<file path="src/inc/stli_pkg.sv">
/*
  Constants shared by the status latch and interrupt block: register
  select codes on the host port, alarm bit layouts and reset values.
  Assumes one 100 MHz system clock for all logic that uses it.
*/
package stli_pkg;

  // Register select codes presented on host_sel
  localparam logic [2:0] STLI_SEL_STATUS_A = 3'h0;
  localparam logic [2:0] STLI_SEL_STATUS_B = 3'h1;
  localparam logic [2:0] STLI_SEL_RX_INFO = 3'h2;
  localparam logic [2:0] STLI_SEL_SYNC_STATE = 3'h3;
  localparam logic [2:0] STLI_SEL_HDLC_STATUS = 3'h4;

  // Bit positions inside status_reg_a
  localparam int STLI_A_SIG_ALL_ONES = 7;
  localparam int STLI_A_DISTANT_MF = 6;
  localparam int STLI_A_SIG_ALL_ZEROS = 5;
  localparam int STLI_A_RX_SLIP = 4;
  localparam int STLI_A_UNFRAMED_ONES = 3;
  localparam int STLI_A_REMOTE = 2;
  localparam int STLI_A_CARRIER_LOSS = 1;
  localparam int STLI_A_FRAME_UNLOCKED = 0;

  // Which bits of each latched register are alarms (level sources)
  localparam logic [7:0] STLI_ALARMS_A = 8'h0F;
  localparam logic [7:0] STLI_ALARMS_NONE = 8'h00;

  // Reset values
  localparam logic [7:0] STLI_BYTE_RST = 8'h00;
  localparam logic STLI_INT_N_RST = 1'b1;

endpackage : stli_pkg

</file>
<file path="src/stli_latch_byte.sv">
/*
  One latched status byte: sticky bits, masked readable copy,
  clear on read, and per-bit interrupt pending with masking.
  Assumes set_in comes from logic on clk_sys: event bits are pulses,
  alarm bits (ALARM_BITS) are levels that stay high while present.
*/
`timescale 1ns/10ps

module stli_latch_byte #(
  parameter logic [7:0] ALARM_BITS = 8'h00
) (
  input wire logic clk_sys,
  input wire logic rst_n,
  input wire logic [7:0] set_in,
  input wire logic wr_stb,
  input wire logic rd_stb,
  input wire logic [7:0] wdata,
  input wire logic [7:0] irq_mask,
  output logic [7:0] copy_q,
  output logic irq_q
);
  import stli_pkg::*;

  logic [7:0] lat_ff, nxt_lat;
  logic [7:0] copy_ff, nxt_copy;
  logic [7:0] sel_ff, nxt_sel;
  logic [7:0] prev_ff, nxt_prev;
  logic [7:0] apend_ff, nxt_apend;
  logic irq_ff, nxt_irq;
  logic [7:0] rd_clr;
  logic [7:0] chg;

  // Next state; every set beats a clear landing in the same cycle
  always_comb begin
    rd_clr = rd_stb ? (sel_ff & copy_ff) : STLI_BYTE_RST;
    chg = (set_in ^ prev_ff) & ALARM_BITS;
    // Alarm level re-sets the bit at once if still present
    nxt_lat = (lat_ff & ~rd_clr) | set_in;
    // Only the masked positions take fresh values
    nxt_copy = wr_stb ? ((wdata & lat_ff) | (~wdata & copy_ff))
                      : copy_ff;
    // A second read without a new mask clears nothing
    nxt_sel = wr_stb ? wdata : (rd_stb ? STLI_BYTE_RST : sel_ff);
    nxt_prev = set_in & ALARM_BITS;
    // Alarm change pends until the reading of that bit
    nxt_apend = (apend_ff & ~rd_clr) | chg;
    // Event bits pend while latched, alarm bits while a change pends
    nxt_irq = |(((lat_ff & ~ALARM_BITS) | apend_ff)
                & irq_mask);
  end

  // Registers
  always_ff @(posedge clk_sys or negedge rst_n) begin
    if (!rst_n) begin
      lat_ff <= STLI_BYTE_RST;
      copy_ff <= STLI_BYTE_RST;
      sel_ff <= STLI_BYTE_RST;
      prev_ff <= STLI_BYTE_RST;
      apend_ff <= STLI_BYTE_RST;
      irq_ff <= 1'b0;
    end else begin
      lat_ff <= nxt_lat;
      copy_ff <= nxt_copy;
      sel_ff <= nxt_sel;
      prev_ff <= nxt_prev;
      apend_ff <= nxt_apend;
      irq_ff <= nxt_irq;
    end
  end

  assign copy_q = copy_ff;
  assign irq_q = irq_ff;

endmodule // stli_latch_byte

</file>
<file path="src/stli_status_irq.sv">
/*
  Status latch and interrupt block of an E1 framer: four latched
  status bytes, a live synchronizer byte, a byte-wide host access port
  and the active-low interrupt output.
  Assumes framer sources and host strobes are already on clk_sys.
*/
// What this block does
// - Events and alarms latch their status bit
// - Reading a latched bit clears it
// - Present alarms stay set after a read
// - Mask one loads latest bit into copy
// - Mask zero holds previous copy bit
// - Sync state byte is live and read-only
// - Only A, B and HDLC bytes interrupt
// - Each interrupt source has its mask bit
// - Alarm change either way raises interrupt
// - Reading the alarm bit releases its interrupt; a fall in the clearing read's cycle stays pending
// - Event occurrence raises interrupt when unmasked
// - Reading the event bit releases its interrupt
// - Signaling, slip, multiframe, timer bits are events
`timescale 1ns/10ps

module stli_status_irq (
  input wire logic clk_sys,
  input wire logic rst_n,
  // Alarm levels of status_reg_a
  input wire logic rx_unframed_ones_alarm,
  input wire logic rx_remote_alarm,
  input wire logic rx_carrier_loss_alarm,
  input wire logic rx_frame_unlocked_alarm,
  // Event pulses of status_reg_a
  input wire logic rx_sig_all_ones_event,
  input wire logic rx_distant_mf_event,
  input wire logic rx_sig_all_zeros_event,
  input wire logic rx_slip_event,
  // Event pulses of status_reg_b, rx_info_reg, hdlc_status_reg
  input wire logic [7:0] status_b_events,
  input wire logic [7:0] rx_info_events,
  input wire logic [7:0] hdlc_events,
  // Live synchronizer state
  input wire logic [7:0] sync_state_in,
  // Interrupt masks, one enables the source
  input wire logic [7:0] mask_reg_a,
  input wire logic [7:0] mask_reg_b,
  input wire logic [7:0] hdlc_mask_reg,
  // Host access port
  input wire logic host_wr,
  input wire logic host_rd,
  input wire logic [2:0] host_sel,
  input wire logic [7:0] host_wdata,
  output logic [7:0] host_rdata,
  output logic host_rvalid,
  output logic int_n
);
  import stli_pkg::*;

  logic [7:0] set_a;
  logic [3:0] wr_hit, rd_hit;
  logic [7:0] copy_a, copy_b, copy_r, copy_h;
  logic irq_a, irq_b, irq_h;
  logic [7:0] rdata_ff, nxt_rdata;
  logic rvalid_ff, nxt_rvalid;
  logic int_n_ff, nxt_int_n;

  // Gather status_reg_a; alarms sit in the low nibble as levels
  always_comb begin
    set_a = STLI_BYTE_RST;
    set_a[STLI_A_SIG_ALL_ONES] = rx_sig_all_ones_event;
    set_a[STLI_A_DISTANT_MF] = rx_distant_mf_event;
    set_a[STLI_A_SIG_ALL_ZEROS] = rx_sig_all_zeros_event;
    set_a[STLI_A_RX_SLIP] = rx_slip_event;
    set_a[STLI_A_UNFRAMED_ONES] = rx_unframed_ones_alarm;
    set_a[STLI_A_REMOTE] = rx_remote_alarm;
    set_a[STLI_A_CARRIER_LOSS] = rx_carrier_loss_alarm;
    set_a[STLI_A_FRAME_UNLOCKED] = rx_frame_unlocked_alarm;
  end

  // Decode host strobes; writes to the sync byte are dropped
  always_comb begin
    wr_hit = 4'h0;
    rd_hit = 4'h0;
    case (host_sel)
      STLI_SEL_STATUS_A: begin
        wr_hit[0] = host_wr;
        rd_hit[0] = host_rd;
      end
      STLI_SEL_STATUS_B: begin
        wr_hit[1] = host_wr;
        rd_hit[1] = host_rd;
      end
      STLI_SEL_RX_INFO: begin
        wr_hit[2] = host_wr;
        rd_hit[2] = host_rd;
      end
      STLI_SEL_HDLC_STATUS: begin
        wr_hit[3] = host_wr;
        rd_hit[3] = host_rd;
      end
      default: begin
        wr_hit = 4'h0;
        rd_hit = 4'h0;
      end
    endcase
  end

  // Latched bytes; rx_info_reg gets a zero mask so it never interrupts
  stli_latch_byte #(.ALARM_BITS(STLI_ALARMS_A)) u_stat_a (
    .clk_sys(clk_sys),
    .rst_n(rst_n),
    .set_in(set_a),
    .wr_stb(wr_hit[0]),
    .rd_stb(rd_hit[0]),
    .wdata(host_wdata),
    .irq_mask(mask_reg_a),
    .copy_q(copy_a),
    .irq_q(irq_a)
  );

  stli_latch_byte #(.ALARM_BITS(STLI_ALARMS_NONE)) u_stat_b (
    .clk_sys(clk_sys),
    .rst_n(rst_n),
    .set_in(status_b_events),
    .wr_stb(wr_hit[1]),
    .rd_stb(rd_hit[1]),
    .wdata(host_wdata),
    .irq_mask(mask_reg_b),
    .copy_q(copy_b),
    .irq_q(irq_b)
  );

  stli_latch_byte #(.ALARM_BITS(STLI_ALARMS_NONE)) u_rx_info (
    .clk_sys(clk_sys),
    .rst_n(rst_n),
    .set_in(rx_info_events),
    .wr_stb(wr_hit[2]),
    .rd_stb(rd_hit[2]),
    .wdata(host_wdata),
    .irq_mask(STLI_BYTE_RST),
    .copy_q(copy_r),
    .irq_q()
  );

  stli_latch_byte #(.ALARM_BITS(STLI_ALARMS_NONE)) u_hdlc (
    .clk_sys(clk_sys),
    .rst_n(rst_n),
    .set_in(hdlc_events),
    .wr_stb(wr_hit[3]),
    .rd_stb(rd_hit[3]),
    .wdata(host_wdata),
    .irq_mask(hdlc_mask_reg),
    .copy_q(copy_h),
    .irq_q(irq_h)
  );

  // Read mux and interrupt pin; sync byte bypasses any latch
  always_comb begin
    nxt_rdata = rdata_ff;
    nxt_rvalid = host_rd;
    if (host_rd) begin
      case (host_sel)
        STLI_SEL_STATUS_A: nxt_rdata = copy_a;
        STLI_SEL_STATUS_B: nxt_rdata = copy_b;
        STLI_SEL_RX_INFO: nxt_rdata = copy_r;
        STLI_SEL_SYNC_STATE: nxt_rdata = sync_state_in;
        STLI_SEL_HDLC_STATUS: nxt_rdata = copy_h;
        default: nxt_rdata = STLI_BYTE_RST;
      endcase
    end
    // irq_r is left out on purpose; that byte has no interrupt path
    nxt_int_n = ~(irq_a | irq_b | irq_h);
  end

  // Output registers
  always_ff @(posedge clk_sys or negedge rst_n) begin
    if (!rst_n) begin
      rdata_ff <= STLI_BYTE_RST;
      rvalid_ff <= 1'b0;
      int_n_ff <= STLI_INT_N_RST;
    end else begin
      rdata_ff <= nxt_rdata;
      rvalid_ff <= nxt_rvalid;
      int_n_ff <= nxt_int_n;
    end
  end

  assign host_rdata = rdata_ff;
  assign host_rvalid = rvalid_ff;
  assign int_n = int_n_ff;

endmodule // stli_status_irq

</file>
<file path="config.mk">
export PLATFORM = sky130hd
export DESIGN_NAME = stli_status_irq
export DESIGN_NICKNAME = d
export VERILOG_FILES = /design/src/inc/stli_pkg.sv /design/src/stli_latch_byte.sv /design/src/stli_status_irq.sv
export SDC_FILE = /design/constraint.sdc
export NUM_CORES = 1
export LEC_CHECK = 0
export BUFFER_PORTS_ARGS = -buffer_cell sky130_fd_sc_hd__buf_2
export CAP_MARGIN = 40
export CORE_MARGIN = 4
export CORE_UTILIZATION = 30
export CTS_CLUSTER_SIZE = 10
export DETAILED_ROUTE_END_ITERATION = 6
export PLACE_DENSITY = 0.58
export REMOVE_ABC_BUFFERS = 1
export SYNTH_ARGS = -nofsm -noshare
export SYNTH_HDL_FRONTEND = slang
export SYNTH_SLANG_ARGS = --single-unit
export TNS_END_PERCENT = 30
</file>
<file path="constraint.sdc">
create_clock -name clk_sys -period 1.35 [get_ports clk_sys]
set_input_delay 0.135 -clock clk_sys [delete_from_list [all_inputs] [get_ports clk_sys]]
set_output_delay 0.135 -clock clk_sys [all_outputs]
set_load 0.01 [all_outputs]
</file>
==> flow_summary.yaml, run 1 <==
drt:
  avgRoutedWirePerCell_um: 17.0
  totalWireLength_um: 15200
  drc: 0
  viasPerCell: 4.82
  drtAntennaViolNets: 0
  firstDrtPassIters: 4
  via_count: 4306
  drt_iter0_markers: 246
die:
  initial_utilization_pct: 31.0
  die_area_mm2: 0.0211
  die_y_um: 145
  die_w_um: 145
  ios: 89
  design.core.area_mm2: 0.0182
  fp-row-count: 49
synthesis:
  synth-seq-area-share_pct: 60.8
  syn_inst: 483
  synthFlopType: "dfrtp_1"
  synth_edf_count: 0
  async_flop_share_pct: 100
  synth_area_mm2: 0.00564
  ys_seq_elements: 137
  synth_cell_type_count: 40
  ys_warn_count: 0
  avgSynthCellArea_um2: 11.7
sta:
  tightest_slew_ps: 474
  rsz0062_at_grt: "no"
  fin_worst_skew_ps: 9.98
  hold_violations: 0
  drv_slew: 0
  fin_hold_ws_ps: 46.5
  final.period_utilization_pct: 89.1
  fin_crit_ps: 1200
  setup_slack_ps: 148
  relSlewSlack_pct: 68.4
  fmax_ghz: 0.832
  setup_tns_ps: 0
  finalSetupViolCount: 0
setup_path:
  critPathCaptureType: "flop"
  cp-start-kind: "flop"
  cp.arrival_ps: 1510
  worstSetupPathType: "reg -> reg"
  critPathRequiredTime_ps: 1650
  critPathMaxFanout: 3
layout:
  fin_nets: 730
  final_core_util_pct: 42.2
  antenna_cells: 0
  syn2layout_area_growth_pct: 36.3
  multi_input_area_mm2: 0.00211
  finalNonFillerCells: 893
  fillers: 1748
  drive_above_1_share_pct: 30.3
  seqCellArea_mm2: 0.00343
  postLayoutCellArea_mm2: 0.00769
placement:
  placedCellCount: 824
  place_area_mm2: 0.00668
  place_hpwl_um: 11500
  portBuffers: 88
  pre_cts_slack_ps: -34.0
  place_congestion: 0.839
power:
  irDropWorstVdd_mv: 0.834
  power_per_cell_area_mw_per_mm2: 1430
  fin_total_pwr_mw: 11.0
  p_leak_nw: 3.39
global_routing:
  first_global_vias: 4646
  grt_max_degree: 47
  grt_pass1_wl_um: 24700
  grt_usage_pct: 14.9
  antenna_found_initial: 1
  grt_overflow_total: 0
cts:
  insertion_delay_ps: 420
  postCtsSetupBuffers: 0
  clk_pin_slew_ps: 60
  cts.path.max_buffers: 2
  cts_made_buffers: 17
  cts-root-buf: "clkbuf_16"
  clock-sinks: 137
  cts_tree: "yes"
  htreeDepth: 4
worst_hold_path:
  hp-class: "in -> reg"
flow_run:
  drv_cap: 0
status:
  status: "complete, no violations"
==> cells in the final DEF (no fill, tap or decap), types with 4 or more instances in the layout <==
cell type      count
a211oi_1           7
a21o_1            32
a21oi_1           16
a22o_1             8
and2_1            20
buf_12             8
buf_2             87
buf_4             32
bufinv_16          4
clkbuf_16         17
dfrtp_1          136
dlygate4sd3_1     37
inv_6              5
mux2_2            24
mux2_4             7
mux2i_1            8
nand2_1           87
nand3_1           33
nand3b_1          14
nand4_1            4
nor2_1            18
o21ai_0           21
xnor2_1            4
==> what timing repair did <==
item	in CTS	in global routing
setup endpoints to repair	0	1
hold buffers	37	1
resized for setup	0	0
hold endpoints to repair	82	1
==> cells in the mapped netlist, types with 2 or more instances <==
cell type | number | area share, %
dfrtp_1 | 136 | 60
and2_1 | 20 | 2.2
and3_1 | 2 | 0.22
nor3_4 | 2 | 0.58
o211ai_1 | 2 | 0.27
a22o_1 | 8 | 1.2
nor2_1 | 18 | 1.2
nor4bb_1 | 2 | 0.35
or2_2 | 2 | 0.22
o21ai_1 | 2 | 0.18
nand2b_4 | 2 | 0.49
a22oi_1 | 2 | 0.27
a211oi_1 | 7 | 0.93
nand2b_1 | 2 | 0.22
buf_4 | 4 | 0.53
nand3b_1 | 14 | 1.9
a21oi_1 | 16 | 1.4
a21o_1 | 32 | 4.3
nand4_1 | 4 | 0.44
mux2_1 | 2 | 0.40
buf_2 | 4 | 0.35
mux2_2 | 24 | 4.8
xnor2_1 | 4 | 0.62
mux2i_1 | 8 | 1.4
mux2_4 | 7 | 1.9
nand3_1 | 33 | 2.9
nand2_1 | 87 | 5.8
clkbuf_1 | 4 | 0.27
o21ai_0 | 21 | 1.9
buf_6 | 2 | 0.40
==> power breakdown <==
part	internal (mW)	leakage, nW	switching [mW]	total (mW)
clock network	3.22	0.308	1.81	5.03
logic	0.622	1.55	0.521	1.14
registers	4.50	1.53	0.311	4.81
total	8.34	3.39	2.65	11.0
==> cell type report <==
cell class	count	share of cell area, %
Sequential cell	137	44.6
Multi-Input combinational cell	330	27.5
Timing Repair Buffer	165	15.8
Clock buffer	20	5.94
Tap cell	229	3.73
Clock inverter	12	2.39
==> layer usage <==
| layer | share of wire, % | track usage, % | vias up |
|---|---|---|---|
| li1 | - | - | 2027 |
| met1 | 45 | 19.5 | 2147 |
| met2 | 47 | 23.6 | 112 |
| met3 | 6.6 | 5.24 | 18 |
| met4 | 1.6 | 4.37 | 2 |
| met5 | 0.085 | 0 | - |
==> path summary, 6_finish.rpt <==
kind / cells past startpoint / start / to / slack (ps)
setup / recovery: 3 / u_stat_b.lat_ff[2] / u_stat_b.irq_q / 150
hold / removal: 4 / mask_reg_b[1] / u_stat_b.irq_q / 50
setup reg to reg: 3 / u_stat_b.lat_ff[2] / u_stat_b.irq_q / 150
hold reg to reg: 1 / u_stat_b.irq_q / int_n / 370
max in group asynchronous: 3 / rst_n / u_stat_b.lat_ff[0] / 600
min in group asynchronous: 2 / rst_n / u_stat_b.apend_ff[2] / 220
==> worst max-delay path, stage by stage, from the launching register on <==
cell and delay [ps]:
dfrtp_1 410, o21ai_0 210, nand4_1 150, or2_2 310
==> cells by family after synthesis <==
kind of cell	share of synthesized area, %
muxes	8.47
and+or+nand+nor	17.8
DFF	60.8
AOI/OAI and AO/OA	10.6
xor gates and xnor gates	0.621
buffers and inverters	1.71
Note: power is estimated with default switching activity, not from simulation.
==> run 2, diff against run 1 <==
ABC_AREA = 1   (was default)
CTS_CLUSTER_SIZE = 12   (was 10)
==> flow_summary.yaml, run 2 <==
status:
  status: "complete, no violations"
cts:
  postCtsSetupBuffers: 0
  cts.path.max_buffers: 2
  insertion_delay_ps: 420
  cts_tree: "yes"
  htreeDepth: 4
  clk_pin_slew_ps: 50
  cts_resized: 0
  clock-sinks: 137
  cts-root-buf: "clkbuf_16"
  cts_made_buffers: 17
worst_hold_path:
  hold-path-cell-count: 4
  min-delay-start: "mask_reg_a[3]"
  whs_endpoint: "u_stat_a.irq_q"
  hp-class: "in -> reg"
power:
  pwr-share-clk_pct: 44.5
  p_leak_nw: 3.80
  fin_total_pwr_mw: 11.3
  switchingPower_mw: 2.70
  combPwrFrac_pct: 11.4
  seqPwrFrac_pct: 44.1
  power_per_cell_area_mw_per_mm2: 1460
  irDropWorstVdd_mv: 0.959
  swShare_pct: 24.0
  p_int_mw: 8.56
synthesis:
  avgSynthCellArea_um2: 9.44
  synthFlopType: "dfrtp_1"
  synth_cell_type_count: 28
  yosysMostFrequentCell: "dfrtp_1"
  ys_seq_elements: 137
  synth-seq-area-share_pct: 60.3
  synth_edf_count: 0
  async_flop_share_pct: 100
  ys_warn_count: 0
  synth_area_leaders: "dfrtp_1 (60%), nand2_1 (7.2%), inv_1 (5.1%)"
  synth.top_cell.area_share_pct: 59.9
  syn_inst: 602
  synth_top_area_cell: "dfrtp_1"
  synth_area_mm2: 0.00569
  synth_common_cells: "dfrtp_1 (136), nand2_1 (109), inv_1 (77)"
sta:
  fmax_ghz: 0.832
  final.period_utilization_pct: 89.0
  finalSetupViolCount: 0
  relSlewSlack_pct: 72.6
  hold_violations: 0
  fin_worst_skew_ps: 8.90
  rsz0062_at_grt: "no"
  tightest_slew_ps: 410
  drv_slew: 0
  fin_crit_ps: 1200
  fin_hold_ws_ps: 30.8
die:
  die_y_um: 146
  die_area_mm2: 0.0212
  design.core.area_mm2: 0.0186
  initial_utilization_pct: 30.5
  die_w_um: 146
  ios: 89
  fp-row-count: 50
drt:
  firstDrtPassIters: 5
  totalWireLength_um: 15700
  avgRoutedWirePerCell_um: 15.5
  via_count: 4649
  drt_iter0_markers: 247
  viasPerCell: 4.58
  drc: 0
  drtAntennaViolNets: 0
flow_run:
  drv_cap: 0
placement:
  place_congestion: 0.832
  portBuffers: 88
  place_hpwl_um: 11700
  place_area_mm2: 0.00669
  placedCellCount: 945
layout:
  postLayoutCellArea_mm2: 0.00770
  antenna_cells: 0
  finalNonFillerCells: 1014
  final_cell_mix: "dfrtp_1 (136), nand2_1 (109), buf_2 (87)"
  fin_nets: 846
  layout_commonest_cell: "dfrtp_1"
  drive_above_1_share_pct: 21.2
  syn2layout_area_growth_pct: 35.5
global_routing:
  grt_usage_pct: 15.4
  antenna_found_initial: 0
  grt_max_degree: 40
  grt_pass1_wl_um: 25300
  grt_overflow_total: 0
  first_global_vias: 4780
setup_path:
  critPathCaptureType: "flop"
  critPathMaxFanout: 3
  worst-path-buf-inv: 0
  crit_start: "u_hdlc.lat_ff[2]"
  ff2ff_setup_slack_ps: 150
  crit_chain: "o21ai_0, nand4_1, or2_2"
  max_stage_delay_ps: 400
  critPathRequiredTime_ps: 1640
  cp-start-kind: "flop"
  r2r_cells: 3
  cp.arrival_ps: 1490
  r2r_end: "u_hdlc.irq_q"
  worstSetupPathType: "reg -> reg"
  cp_top_family: "simple AND/OR/NAND/NOR gates"
  slowest_stage: "dfrtp_1"
  rr_startpoint: "u_hdlc.lat_ff[2]"
[run 2: final cells by class]
cell class	instances	area, um2
sequential	137	3430
multi-input combinational	373	1900
inverter	80	300
clock inverter	7	138
timing repair buffer	158	1140
fill	1866	10900
clock buffer	25	505
tap	234	293
[run 2: timing repair]
| action | CTS | global route |
|---|---|---|
| endpoints found under the setup margin | 0 | 0 |
| hold buffers | 37 | 0 |
| hold endpoints to repair | 163 | 0 |
[run 2: per-layer routing]
layer	wire length, um	global-route usage [%]
met5	0	0
met2	7520	24.8
met1	7230	20.5
met3	816	4.08
met4	164	4.37
[run 2: logic make-up (layout without fill, tap and decap cells)]
family / after synthesis / after routing / share of synthesized area [%]
AO/OA/AOI/OAI: 123 / 123 / 13.1
AND/OR/NAND/NOR: 246 / 246 / 19.7
XOR/XNOR: 4 / 4 / 0.616
buffers and inverters: 92 / 270 / 6.29
flip-flops: 137 / 137 / 60.3
[run 2: how the worst max path moves through the flow]
stage	endpoint	slack (ps)	depth (start not counted)
after CTS	u_hdlc.irq_q	120	3
after global placement	u_hdlc.lat_ff[1]	20	6
after detailed placement	u_hdlc.lat_ff[0]	-7	6
after global routing	u_stat_b.irq_q	60	3
after floorplan	flop	-180	6
final	u_hdlc.irq_q	150	3
[run 2: per-stage QoR]
stage               util, %  setup WS, ps  setup TNS [ps]
floorplan                 -          -177            -966
global route           41.3          62.5               0
finish                 41.3           149               0
global placement       35.9          18.3               0
detailed placement     35.9         -6.90           -12.2
CTS                    41.3           123               0
[run 2: power by group through the flow]
| stage | sequential, mW | clock [mW] | combinational [mW] |
|---|---|---|---|
| 2_1_floorplan | 4.96 | 0 | 0.632 |
| 3_3_place_gp | 5.02 | 0 | 1.19 |
| 3_5_place_dp | 5.03 | 0 | 1.21 |
| 4_1_cts | 4.96 | 5.11 | 1.31 |
| 5_1_grt | 5.04 | 5.28 | 1.48 |
| 6_report | 4.96 | 5.01 | 1.28 |
[run 2: worst min-delay path: cells and delay by family]
family                 cells  cell delay, ps
AO/OA/AOI/OAI              1             110
AND/OR/NAND/NOR            2              90
buffers and inverters      1              70
==> run 3, diff against run 2 <==
CELL_PAD_IN_SITES_DETAIL_PLACEMENT = 0   (was default)
CELL_PAD_IN_SITES_GLOBAL_PLACEMENT = 1   (was default)
PLACE_DENSITY = 0.69   (was 0.58)
==> flow_summary.yaml, run 3 (synthesis gave the netlist of run 2 again) <==
cts:
  clock-sinks: 137
  htreeDepth: 4
  cts-root-buf: "clkbuf_16"
  cts_made_buffers: 17
  cts_tree: "yes"
  insertion_delay_ps: 420
  clk_pin_slew_ps: 60
  postCtsSetupBuffers: 0
  cts.path.max_buffers: 2
sta:
  tightest_slew_ps: 390
  fin_crit_ps: 1320
  finalSetupViolCount: 0
  rsz0062_at_grt: "yes"
  setup_tns_ps: 0
  drv_slew: 0
  fin_worst_skew_ps: 8.96
  fmax_ghz: 0.760
  hold_violations: 0
  fin_hold_ws_ps: 16.3
  final.period_utilization_pct: 97.5
  relSlewSlack_pct: 74.0
drt:
  totalWireLength_um: 15800
  via_count: 4683
  firstDrtPassIters: 5
  drc: 0
  drtAntennaViolNets: 0
  viasPerCell: 4.63
  avgRoutedWirePerCell_um: 15.6
  drt_iter0_markers: 227
placement:
  placedCellCount: 943
  place_hpwl_um: 11800
  portBuffers: 88
  place_congestion: 0.803
setup_path:
  crit_chain: "dlygate4sd3_1, buf_2, inv_2, nor2_1, nand3_1, a21o_1"
  max_stage_delay_ps: 530
  critPathMaxFanout: 16
  cp.arrival_ps: 1620
  critPathRequiredTime_ps: 1660
  worstSetupPathType: "in -> reg"
  ff2ff_setup_slack_ps: 110
  cp-start-kind: "primary input"
  critPathCaptureType: "flop"
  slowest_stage: "dlygate4sd3_1"
power:
  power_per_cell_area_mw_per_mm2: 1500
  irDropWorstVdd_mv: 0.922
  p_leak_nw: 3.78
  fin_total_pwr_mw: 11.5
die:
  fp-row-count: 50
  initial_utilization_pct: 30.5
  design.core.area_mm2: 0.0186
  die_w_um: 146
  ios: 89
  die_y_um: 146
  die_area_mm2: 0.0212
layout:
  finalNonFillerCells: 1012
  drive_above_1_share_pct: 21.6
  syn2layout_area_growth_pct: 35.3
  fin_nets: 844
  multi_input_area_mm2: 0.00191
  antenna_cells: 0
  fillers: 1887
  final_cell_mix: "dfrtp_1 (136), nand2_1 (109), buf_2 (87)"
  seqCellArea_mm2: 0.00343
  layout_commonest_cell: "dfrtp_1"
global_routing:
  grt_overflow_total: 0
  antenna_found_initial: 0
  grt_pass1_wl_um: 26000
  grt_usage_pct: 15.5
  grt_max_degree: 42
  first_global_vias: 5055
status:
  status: "complete, no violations"
flow_run:
  drv_cap: 0
worst_hold_path:
  hp-class: "in -> reg"
## run 3: power by group
part	leakage (nW)	switching (mW)	internal [mW]	total [mW]
logic	1.93	0.718	0.546	1.26
registers	1.53	0.307	4.66	4.97
clock network	0.315	1.82	3.47	5.29
## run 3: per-stage QoR
stage | setup slack [ps] | area, um2 | utilization, %
floorplan | -177 | 5630 | -
global placement | 15.8 | 6640 | 35.6
detailed placement | -20.4 | 6640 | 35.6
CTS | 50.7 | 7680 | 41.2
global route | -21.2 | 7690 | 41.3
finish | 34.1 | 7690 | 41.3
## run 3: final timing paths
kind                       depth (start not counted)                         end                 start
max                                                6         u_rx_info.lat_ff[3]               host_rd
min                                                3              u_stat_a.irq_q         mask_reg_a[5]
max reg2reg                                        3              u_stat_b.irq_q  u_stat_b.apend_ff[7]
min reg2reg                                        1                       int_n        u_stat_a.irq_q
max in group asynchronous                          3                       int_n                 rst_n
min in group asynchronous                          2  asynchronous set/reset pin                 rst_n
## run 3: cell type report
type,count,area share [%]
Timing Repair Buffer,156,14.1
Tap cell,234,3.81
Clock buffer,17,5.53
Inverter,80,3.90
Clock inverter,15,3.25
Multi-Input combinational cell,373,24.8
Sequential cell,137,44.6
## run 3: metal layers
metal	vias to the layer above	wire [um]	GRT usage, %
met5	-	0	0
met4	0	172	4.08
met3	11	851	4.14
met2	121	7290	24.5
met1	2236	7470	21.3
li1	2315	-	-
## run 3: worst max-delay path: cells and delay by family
family | cells | cell delay (ps)
AO/OA/AOI/OAI | 1 | 180
AND/OR/NAND/NOR | 2 | 470
buffers and inverters | 3 | 840
## run 3: timing repair
action	4_1_cts	5_1_grt
gates resized for setup	0	2
hold endpoints to repair	179	0
hold buffers	37	0
setup endpoints to repair	0	9
